$ cat config.mk
export PLATFORM = sky130hd
export DESIGN_NAME = ump_serial_ctrl
export DESIGN_NICKNAME = d
export VERILOG_FILES = /design/src/ump_pkg.sv /design/src/ump_serial_ctrl.sv
export SDC_FILE = /design/constraint.sdc
export NUM_CORES = 1
export LEC_CHECK = 0
export BUFFER_PORTS_ARGS = -buffer_cell sky130_fd_sc_hd__buf_2
export CAP_MARGIN = 20
export CORE_UTILIZATION = 60
export DETAILED_ROUTE_END_ITERATION = 10
export GPL_TIMING_DRIVEN = 1
export PLACE_DENSITY = 0.87
export SLEW_MARGIN = 20
export SYNTH_ARGS = -nofsm -noshare
export SYNTH_HDL_FRONTEND = slang
export SYNTH_SLANG_ARGS = --single-unit
$ cat constraint.sdc
create_clock -name CLK -period 4.1 [get_ports CLK]
set_input_delay 0.82 -clock CLK [delete_from_list [all_inputs] [get_ports CLK]]
set_output_delay 0.82 -clock CLK [all_outputs]
set_load 0.05 [all_outputs]
$ cat src/ump_pkg.sv
// ump_pkg: constants for the multiprocessor serial control block
// assumes an 8-bit special-function register port on the core side
package ump_pkg;
   localparam logic [7:0] SERIAL_CTRL_ADDR = 8'h98;
   localparam logic [7:0] SERIAL_BUF_ADDR = 8'h99;
   localparam logic [7:0] SERIAL_MODE_ADDR = 8'hA9;
   localparam int OVR_BIT = 7;
   localparam int PERR_BIT = 6;
   localparam int THRE_BIT = 5;
   localparam int REN_BIT = 4;
   localparam int TBX_BIT = 3;
   localparam int RBX_BIT = 2;
   localparam int TI_BIT = 1;
   localparam int RI_BIT = 0;
   localparam int MCE_BIT = 7;
   localparam int PTYPE_HI = 6;
   localparam int PTYPE_LO = 5;
   localparam int PE_BIT = 4;
   localparam int XBE_BIT = 1;
   localparam logic [7:0] CTRL_RESET = 8'h20;
   localparam logic [7:0] MODE_RESET = 8'h0C;
   localparam int FIFO_DEPTH = 8;
   localparam int DATA_W = 8;
   localparam logic [1:0] PAR_ODD = 2'h0;
   localparam logic [1:0] PAR_EVEN = 2'h1;
   localparam logic [1:0] PAR_MARK = 2'h2;
   localparam logic [1:0] PAR_SPACE = 2'h3;
   typedef enum logic [1:0] {TX_IDLE, TX_SEND} ump_tx_state_t;
endpackage

$ cat src/ump_serial_ctrl.sv
// ump_serial_ctrl: control/status register, receive FIFO and extra-bit
// multiprocessor filter; assumes an outside shifter delivers received
// frames as strobes and takes transmit words with a ready handshake
`timescale 1ns/1ps
// Behaviour
// (RULE1) master sends address byte before data
// (RULE2) address extra bit 1, data 0
// (RULE3) filter on: done only if extra 1
// (RULE4) matching slave software clears filter
// (RULE5) filtered slave ignores following data bytes; code still pushes them into the FIFO, only done stays clear
// (RULE6) slave re-arms filter after message
// (RULE7) addresses may be shared or multiple
// (RULE8) overrun bit 7 set on full FIFO
// (RULE9) parity error bit 6, sticky until cleared
// (RULE10) holding-empty bit 5 read-only status
// (RULE11) software polls tx done, not holding-empty
// (RULE12) control at 0x98, reset reads 0x20
// (RULE13) filter at mode bit 7, needs extra
// (RULE14) transmit extra bit from tx field
// (RULE15) rx done set, held while FIFO data
// (RULE16) oldest byte extra bit shown readable
module ump_fifo #(
   parameter int WIDTH = 8,
   parameter int DEPTH = 8
) (
   // clock and reset
   input wire logic clk,
   input wire logic rst_n,
   // fill side
   input wire logic in_valid,
   output logic in_ready,
   input wire logic [WIDTH-1:0] in_data,
   // drain side
   output logic out_valid,
   input wire logic out_ready,
   output logic [WIDTH-1:0] out_data
);
   localparam int AW = $clog2(DEPTH);
   typedef struct packed {
      logic [DEPTH-1:0][WIDTH-1:0] mem;
      logic [AW-1:0] rd;
      logic [AW-1:0] wr;
      logic [AW:0] count;
   } ump_fifo_state_t;
   ump_fifo_state_t s, next_s;
   logic push, pop;
   always_comb
   begin
      next_s = s;
      push = in_valid && (s.count != (AW+1)'(DEPTH));
      pop = out_valid && out_ready;
      if (push)
      begin
         next_s.mem[s.wr] = in_data;
         next_s.wr = (s.wr == AW'(DEPTH-1)) ? '0 : s.wr + 1'b1;
      end
      if (pop)
         next_s.rd = (s.rd == AW'(DEPTH-1)) ? '0 : s.rd + 1'b1;
      if (push && !pop)
         next_s.count = s.count + 1'b1;
      else if (pop && !push)
         next_s.count = s.count - 1'b1;
   end
   always_ff @(posedge clk or negedge rst_n)
   begin
      if (!rst_n)
         s <= '0;
      else
         s <= next_s;
   end
   assign in_ready = (s.count != (AW+1)'(DEPTH));
   assign out_valid = (s.count != '0);
   assign out_data = s.mem[s.rd];
endmodule

module ump_serial_ctrl
   import ump_pkg::*;
(
   // clock and reset
   input wire logic CLK,
   input wire logic RST_N,
   // special-function register port
   input wire logic [7:0] SFR_ADDR,
   input wire logic SFR_WR,
   input wire logic SFR_RD,
   input wire logic [7:0] SFR_WDATA,
   output logic [7:0] SFR_RDATA,
   // received frame from the shifter
   input wire logic RX_FRAME,
   input wire logic [7:0] RX_DATA,
   input wire logic RX_NINTH,
   input wire logic RX_STOP_OK,
   // transmit word to the shifter
   output logic TX_VALID,
   input wire logic TX_READY,
   output logic [7:0] TX_DATA,
   output logic TX_NINTH,
   input wire logic TX_STOP_START,
   // mode outputs
   output logic RX_ENABLE,
   output logic EXTRA_EN,
   output logic PARITY_EN,
   output logic [1:0] PARITY_TYPE
);
   typedef struct packed {
      logic [7:0] ctrl;
      logic [7:0] mode;
      logic [7:0] txd;
      logic txn;
      ump_tx_state_t tx;
      logic [7:0] rdata;
      logic rx_f1;
      logic rx_f2;
      logic rx_f3;
      logic stop_f1;
      logic stop_f2;
      logic stop_f3;
   } ump_state_t;
   ump_state_t s, next_s;
   logic f_ready, f_valid, f_pop, f_push;
   logic [DATA_W+1:0] f_out, f_in;
   logic par_ok, expect_par, frame_evt, stop_evt;
   logic [7:0] rd_ctrl;
   // strobes come from the shifter's clock domain via a pin-level path
   ump_fifo #(.WIDTH(DATA_W+2), .DEPTH(FIFO_DEPTH)) u_fifo (
      .clk(CLK),
      .rst_n(RST_N),
      .in_valid(f_push),
      .in_ready(f_ready),
      .in_data(f_in),
      .out_valid(f_valid),
      .out_ready(f_pop),
      .out_data(f_out)
   );
   assign frame_evt = s.rx_f2 && !s.rx_f3;
   assign stop_evt = s.stop_f2 && !s.stop_f3;
   // rx data held stable by the shifter while its frame strobe is high
   assign f_in = {RX_NINTH, RX_STOP_OK, RX_DATA};
   assign f_push = frame_evt && s.ctrl[REN_BIT] && RX_STOP_OK;
   assign f_pop = SFR_RD && (SFR_ADDR == SERIAL_BUF_ADDR) && f_valid;
   always_comb
   begin
      case (s.mode[PTYPE_HI:PTYPE_LO])
         PAR_ODD: expect_par = ~^f_out[7:0];
         PAR_EVEN: expect_par = ^f_out[7:0];
         PAR_MARK: expect_par = 1'b1;
         default: expect_par = 1'b0;
      endcase
      par_ok = (f_out[9] == expect_par);
   end
   always_comb
   begin
      rd_ctrl = s.ctrl;
      rd_ctrl[THRE_BIT] = (s.tx == TX_IDLE); // RULE10
      // extra bit of oldest byte, else its stop bit
      rd_ctrl[RBX_BIT] = s.mode[XBE_BIT] ? f_out[9] : f_out[8]; // RULE16
   end
   always_comb
   begin
      next_s = s;
      next_s.rx_f1 = RX_FRAME;
      next_s.rx_f2 = s.rx_f1;
      next_s.rx_f3 = s.rx_f2;
      next_s.stop_f1 = TX_STOP_START;
      next_s.stop_f2 = s.stop_f1;
      next_s.stop_f3 = s.stop_f2;
      next_s.rdata = 8'h00;
      if (SFR_RD)
      begin
         case (SFR_ADDR)
            SERIAL_CTRL_ADDR: next_s.rdata = rd_ctrl; // RULE12
            SERIAL_BUF_ADDR: next_s.rdata = f_out[7:0];
            SERIAL_MODE_ADDR: next_s.rdata = s.mode;
            default: next_s.rdata = 8'h00;
         endcase
      end
      if (SFR_WR)
      begin
         case (SFR_ADDR)
            SERIAL_CTRL_ADDR:
            begin
               next_s.ctrl = SFR_WDATA;
               next_s.ctrl[THRE_BIT] = 1'b0;
               next_s.ctrl[RBX_BIT] = 1'b0;
               // done stays set while FIFO holds data
               if (f_valid && s.ctrl[RI_BIT])
                  next_s.ctrl[RI_BIT] = 1'b1; // RULE15
            end
            SERIAL_MODE_ADDR: next_s.mode = SFR_WDATA; // RULE13
            SERIAL_BUF_ADDR:
            begin
               // a write while occupied is dropped, not corrupted
               if (s.tx == TX_IDLE)
               begin
                  next_s.txd = SFR_WDATA;
                  next_s.txn = s.ctrl[TBX_BIT]; // RULE14
                  next_s.tx = TX_SEND;
               end
            end
            default: next_s.ctrl = s.ctrl;
         endcase
      end
      // hardware sets win over software clears
      if (frame_evt && s.ctrl[REN_BIT] && RX_STOP_OK && !f_ready)
         next_s.ctrl[OVR_BIT] = 1'b1; // RULE8
      if (f_push && (!s.mode[MCE_BIT] || RX_NINTH))
         next_s.ctrl[RI_BIT] = 1'b1; // RULE3 RULE5 RULE2
      if (f_valid && s.mode[PE_BIT] && !par_ok)
         next_s.ctrl[PERR_BIT] = 1'b1; // RULE9
      if (stop_evt)
         next_s.ctrl[TI_BIT] = 1'b1;
      case (s.tx)
         TX_IDLE: next_s.tx = next_s.tx;
         TX_SEND:
            if (TX_READY)
               next_s.tx = TX_IDLE;
         default: next_s.tx = TX_IDLE;
      endcase
   end
   always_ff @(posedge CLK or negedge RST_N)
   begin
      if (!RST_N)
      begin
         s <= '0;
         s.ctrl <= CTRL_RESET & 8'hDF;
         s.mode <= MODE_RESET;
         s.tx <= TX_IDLE;
      end
      else
         s <= next_s;
   end
   assign SFR_RDATA = s.rdata;
   assign TX_VALID = (s.tx == TX_SEND);
   assign TX_DATA = s.txd;
   // parity field unused for extra bit while parity is on
   assign TX_NINTH = s.txn;
   assign RX_ENABLE = s.ctrl[REN_BIT];
   assign EXTRA_EN = s.mode[XBE_BIT];
   assign PARITY_EN = s.mode[PE_BIT];
   assign PARITY_TYPE = s.mode[PTYPE_HI:PTYPE_LO];
endmodule

# Word-level counts from Yosys, hierarchy flattened
# Index checks and enable logic that the tools add are counted.
dict set report op_classes {
  n_eq_ne 10
  muxes 25
  n_addsub 4
  n_reduce_logical 45
  order_cmp 3
}
# operator count
set ops {}
lappend ops {{bitwise mux 80 bit} 1}
lappend ops {{binary-select mux 10 bit (select 3 bit)} 1}
lappend ops {{demux 10 bit (select 3 bit)} 1}
lappend ops {{2-to-1 mux 27 bit} 1}
lappend ops {{equality test 8 bit (second input constant)} 3}
lappend ops {{2-to-1 mux 8 bit} 3}
lappend ops {{one-hot mux 8 bit (3 select lines)} 1}
lappend ops {{2-to-1 mux 11 bit} 2}
lappend ops {{2-to-1 mux 10 bit} 2}
lappend ops {{nonzero test 2 bit} 9}
lappend ops {{logical AND 1 bit} 16}
lappend ops {{AND reduction 2 bit} 6}
lappend ops {{< comparator 3 x 4 -> 1 bit (second input constant)} 2}
lappend ops {{2-to-1 mux 4 bit} 2}
lappend ops {{XNOR reduction 8 bit} 1}
lappend ops {{XOR reduction 8 bit} 1}
lappend ops {{logical NOT 1 bit} 7}
lappend ops {{adder 3 x 1 -> 3 bit (second input constant)} 2}
lappend ops {{equality test 3 bit (second input constant)} 2}
lappend ops {{2-to-1 mux 1 bit} 6}
lappend ops {{2-to-1 mux 3 bit} 2}
lappend ops {{adder 4 x 1 -> 4 bit (second input constant)} 1}
lappend ops {{equality test 2 x 1 -> 1 bit (second input constant)} 2}
lappend ops {{logical NOT 2 bit} 2}
lappend ops {{other kinds (11)} 11}
dict set report word_totals {
  ff_bits 129
  in_bits 33
  output_inout_bits 23
}

# Logic depth before layout (Yosys ltp)
dict set report logic_depth {
  word_depth 9
  mapped_depth 12
  ltp_nobuf 12
}

# Hierarchy
# A second synthesis with hierarchy kept.
dict set report unflattened {
  cells_unflattened 418
  hier_area_um2 6145.9
}
# module cells_each seq_area_each_um2 instances area_per_inst_um2
set modules_own_cells {}
lappend modules_own_cells {ump_fifo 269 2252.2 1 4266.6}
lappend modules_own_cells {ump_serial_ctrl 149 978.4 1 1879.3}

# Worst setup path before layout
# Ideal clock, no wire load.
dict set report synth_timing {
  path_kind {input port to flip-flop}
  start {input SFR_ADDR[2]}
  end {register u_fifo.s[3] (netlist bit)}
  setup_slack_ns 0.862
  arrival_time_ns 3.112
  t_required_ns 3.975
  setup_ns 0.125
  path_buffers 0
  path_stages 12
  cell_sequence {nor4b_1 -> nand2_1 -> nor3_2 -> nand3_1 -> ha_1 -> inv_1 -> ha_1 -> a21o_1 -> a21oi_1 -> xnor2_1 -> nor2_1 -> xor2_1}
}
dict set report synth_between {
  elab_chain_len 7
  elab_cells_between_ends 9
}
# element line
set synth_lines {}
lappend synth_lines {{start, declared} ump_serial_ctrl.sv:83} ;# input wire logic [7:0] SFR_ADDR,
lappend synth_lines {{equality test 8 bit (*)} ump_serial_ctrl.sv:140} ;# assign f_pop = SFR_RD && (SFR_ADDR == SERIAL_BUF_ADDR) && f_valid;
lappend synth_lines {{logical AND 1 bit (*) (2 in a row)} ump_serial_ctrl.sv:140}
lappend synth_lines {{logical AND 1 bit (*)} ump_serial_ctrl.sv:51} ;# pop = out_valid && out_ready;
lappend synth_lines {{logical NOT 1 bit} ump_serial_ctrl.sv:59} ;# if (push && !pop)
lappend synth_lines {{logical AND 1 bit} ump_serial_ctrl.sv:59}
lappend synth_lines {{2-to-1 mux 4 bit / nonzero test 2 bit (equally long branches)} --}
lappend synth_lines {{end signal, assigned} ump_serial_ctrl.sv:69} ;# s <= next_s;
lappend synth_lines {{end, declared} ump_serial_ctrl.sv:45} ;# ump_fifo_state_t s, next_s;
# Mark *: on every way between the ends. The rest lies on a longest branch, timed or not.
# A chain may end at the register's enable or synchronous reset.

# Worst setup path after layout
# Same ends and word-level chain as after synthesis.

==> metrics.log <==
INFO  metric run_status = complete, no violations
INFO  metric worst_clock_skew = about 7.2 ps
INFO  metric clock_root_cell = sky130_fd_sc_hd__clkbuf_8
INFO  metric io_buffers = between 50 and 60
INFO  metric yosysWarningCount = 0
INFO  metric post_route_cells_drive_above_1_share = 0.489
INFO  metric route.vias.total = between 3000 and 4000
INFO  metric worst_relative_slew_slack = 0.355
INFO  metric finalCritPeriodShare = 0.696
INFO  metric synth_edf_count = 0
INFO  metric io_pins = 56
INFO  metric grt_pass1_wl = 18400 µm
INFO  metric grt_setup_unrepaired = false
INFO  metric reg2reg_from = u_fifo.s[9]$_DFFE_PN0P_
INFO  metric regToRegEndpoint = rd_ctrl[6]$_DFFE_PN0P_
INFO  metric numClockSinks = 129
INFO  metric cts-htree-levels = 4
INFO  metric gpl.final_weighted_congestion = roughly 0.8
INFO  metric floorplan_core_area = 0.00933 mm²
INFO  metric setup_viol = 0
INFO  metric timing_worst_slew_pin_value = about 970 ps
INFO  metric cap_viol_max_count = 0
INFO  metric postCtsSetupRepairBufs = 0
INFO  metric synth_most_common_cell = sky130_fd_sc_hd__dfrtp_1
INFO  metric area_of_the_multi_input_gates = between 0.002 and 0.0025 mm²
INFO  metric post_synth_most_frequent_cells = sky130_fd_sc_hd__dfrtp_1, sky130_fd_sc_hd__mux2_2, sky130_fd_sc_hd__buf_4
INFO  metric synth_area_per_cell = around 15 µm²
INFO  metric num_antenna_cells = 0
INFO  metric grt.overflow.total = 0
INFO  metric cts-hold-fix-buffers = 0
INFO  metric grt_pass1_vias = between 3000 and 4000
INFO  metric async_flop_share = 1.00
INFO  metric timing.critical_path.slowest_cell_delay = around 280 ps
INFO  metric syn-instance-count = around 400
INFO  metric netlist-cell-type-count = 38
INFO  metric timing.critical_path.slowest_stage_cell = sky130_fd_sc_hd__nor4b_1
INFO  metric finalHoldViolCount = 0
INFO  metric min_period = between 2000 and 3000 ps
INFO  metric path_cells = buf_2 -> nor4b_1 -> nand2_1 -> nor3_2 -> buf_4 -> nand3_1 -> ha_1 -> inv_1 -> ha_1 -> a21o_1 -> a21oi_1 -> xnor2_1 -> nor2_1 -> xor2_1
INFO  metric cts_resized = 0
INFO  metric timing.critical_path.from_type = primary input
INFO  metric timing_worst_setup_path_type = in2reg
INFO  metric netlist_area = 0.00584 mm²
INFO  metric avgViaCountPerCell = a little under 6
INFO  metric critical_path_required = 4500 ps
INFO  metric critPathArrivalTime = approximately 3300 ps
INFO  metric placementRows = 35
INFO  metric yosys_most_used_dff = sky130_fd_sc_hd__dfrtp_1
INFO  metric postRouteWirelength = 11500 µm
INFO  metric antenna_found_initial = 0
INFO  metric clock_insertion_delay_worst_skew = ~520 ps
INFO  metric track_usage = 0.249
INFO  metric syn-num-nets = 432
INFO  metric power_density = 446 mW/mm²
INFO  metric critPathMaxFanout = 10
INFO  metric ctsLongestPathBuffers = 2
INFO  metric starting_utilization_of_the_core_area = 0.626
INFO  metric area_growth = 15.3%
INFO  metric maxClockFrequency = roughly 350 MHz
INFO  metric maximum_number_of_pins_on_one_net_before_global_route_repair = about 110
INFO  metric p_leak = 3.39 nW
INFO  metric timing.critical_path.buf_inv = 3
INFO  metric setup_total_negative_slack = 0 ps
INFO  metric cts_tree = built
INFO  metric detail_route.iter0.violations = about 250
INFO  metric setup.reg_to_reg.worst_slack = approximately 1400 ps
INFO  metric remaining_drc_errors = 0
INFO  metric die_h = just over 100 µm
INFO  metric die_area = 0.0101 mm²
INFO  metric drtPass1Iterations = 7
INFO  metric critical-path-top-cell-by-count = sky130_fd_sc_hd__ha_1
INFO  metric clk_transition_reported_paths = 60 ps
INFO  metric cp_top_family = simple AND/OR/NAND/NOR gates
INFO  metric timing.hold.worst.class = in2async
INFO  metric die_w = 101 µm
INFO  metric wire_per_inst = between 15 and 20 µm
INFO  metric post_synth_main_area_contributors = sky130_fd_sc_hd__dfrtp_1, sky130_fd_sc_hd__mux2_2, sky130_fd_sc_hd__mux4_2, sky130_fd_sc_hd__mux4_1, sky130_fd_sc_hd__buf_4
INFO  metric ff2ff_path_depth = 7
INFO  metric power.ir.vdd_worst = between 0.3 and 0.4 mV
INFO  metric finish.net_count = 486
INFO  metric tritoncts.num_buffers = 17
INFO  metric crit_path_end_kind = register
INFO  metric post-layout-total-power = 3.00 mW
INFO  metric hpwl = about 7300 µm
INFO  metric seq_area_frac_synth = 0.553
INFO  metric postLayoutCoreUtil = 0.721
INFO  metric slew_violations = 0
INFO  metric layout.area.seq = between 0.003 and 0.004 mm²
INFO  metric detail-route-antenna-nets = 0
INFO  metric ys_ff_latch = roughly 130
INFO  metric fillers = 621
INFO  metric netlist.area_leader.share = 0.544
INFO  metric synth.largest_area_cell = sky130_fd_sc_hd__dfrtp_1
[cell families (layout without fill, tap and decap cells)]
logic type,after synthesis,after routing,share of synthesized area
buffers and inverters,33,100,0.0349
muxes,130,130,0.293
AOI/OAI and AO/OA,23,23,0.0294
adders and majority gates,8,8,0.0184
other,1,1,0.000642
DFF,129,129,0.553
xor gates and xnor gates,12,12,0.0180
and+or+nand+nor,55,55,0.0521
[metal layers]
| layer | share of wire | vias to the layer above | GRT usage |
|---|---|---|---|
| li1 | - | 1536 | - |
| met1 | 0.42 | 1801 | 0.315 |
| met2 | 0.52 | 103 | 0.418 |
| met3 | 0.046 | 22 | 0.0527 |
| met4 | 0.018 | 0 | 0.109 |
| met5 | 0 | - | 0 |
[worst reg2reg max path: stages, from the launching register on]
cell,delay [ps]
sky130_fd_sc_hd__dfrtp_1,970
sky130_fd_sc_hd__mux4_1,450
sky130_fd_sc_hd__mux2_2,350
sky130_fd_sc_hd__xnor2_1,220
sky130_fd_sc_hd__xnor2_1,160
sky130_fd_sc_hd__xnor2_1,180
sky130_fd_sc_hd__mux2i_1,220
sky130_fd_sc_hd__nand2_1,60
[flip-flops by register name, summed over array words and instances (netlist names)]
name / count
SFR_RDATA: 8
PARITY_TYPE: 2
next_s: 4
EXTRA_EN: 1
TX_NINTH: 1
TX_DATA: 8
u_fifo.s: 90
PARITY_EN: 1
s: 8
rd_ctrl: 5
RX_ENABLE: 1
[metrics by stage]
| step | hold WS, ps | setup slack [ps] | instances | area, µm² |
|---|---|---|---|---|
| floorplan | 331 | 862 | 391 | 5840 |
| global placement | 335 | 793 | 555 | 6160 |
| detailed placement | 336 | 699 | 555 | 6160 |
| CTS | 195 | 1250 | 587 | 6730 |
| global route | 209 | 1010 | 587 | 6730 |
| finish | 196 | 1250 | 587 | 6730 |
[power breakdown]
| group | switching, mW | leakage [nW] | internal, mW | total [mW] |
|---|---|---|---|---|
| combinational | 0.131 | 1.37 | 0.105 | 0.236 |
| sequential | 0.0315 | 1.76 | 1.31 | 1.34 |
| clock | 0.601 | 0.265 | 0.822 | 1.42 |
| total | 0.763 | 3.39 | 2.24 | 3.00 |
[worst max path at each step]
stage / slack (ps) / end / start / depth (start not counted)
3_5_place_dp: 700 / u_fifo.s[3]$_DFFE_PN0P_ / SFR_ADDR[2] / 14
3_3_place_gp: 790 / u_fifo.s[3]$_DFFE_PN0P_ / SFR_ADDR[2] / 14
2_1_floorplan: 860 / u_fifo.s[3]$_DFFE_PN0P_ / SFR_ADDR[2] / 12
5_1_grt: 1010 / u_fifo.s[3]$_DFFE_PN0P_ / SFR_ADDR[2] / 14
4_1_cts: 1250 / u_fifo.s[3]$_DFFE_PN0P_ / SFR_ADDR[2] / 14
6_report: 1250 / u_fifo.s[3]$_DFFE_PN0P_ / SFR_ADDR[2] / 14
[placed cells by master, fill, tap and decap left out, types with 8 or more instances in the layout]
master	instances
sky130_fd_sc_hd__a222oi_1	8
sky130_fd_sc_hd__buf_2	54
sky130_fd_sc_hd__buf_4	8
sky130_fd_sc_hd__clkbuf_16	16
sky130_fd_sc_hd__dfrtp_1	127
sky130_fd_sc_hd__mux2_2	106
sky130_fd_sc_hd__mux4_2	13
sky130_fd_sc_hd__nand2_1	10
sky130_fd_sc_hd__nand2b_1	8
sky130_fd_sc_hd__nor2_1	13
sky130_fd_sc_hd__xnor2_1	9
[final cells by class]
type,count,area share
Inverter,5,0.00279
Tap cell,129,0.0240
Sequential cell,129,0.480
Clock inverter,15,0.0223
Multi-Input combinational cell,229,0.357
Timing Repair Buffer,63,0.0521
Clock buffer,17,0.0616
Power figures use the tool's default switching activity.
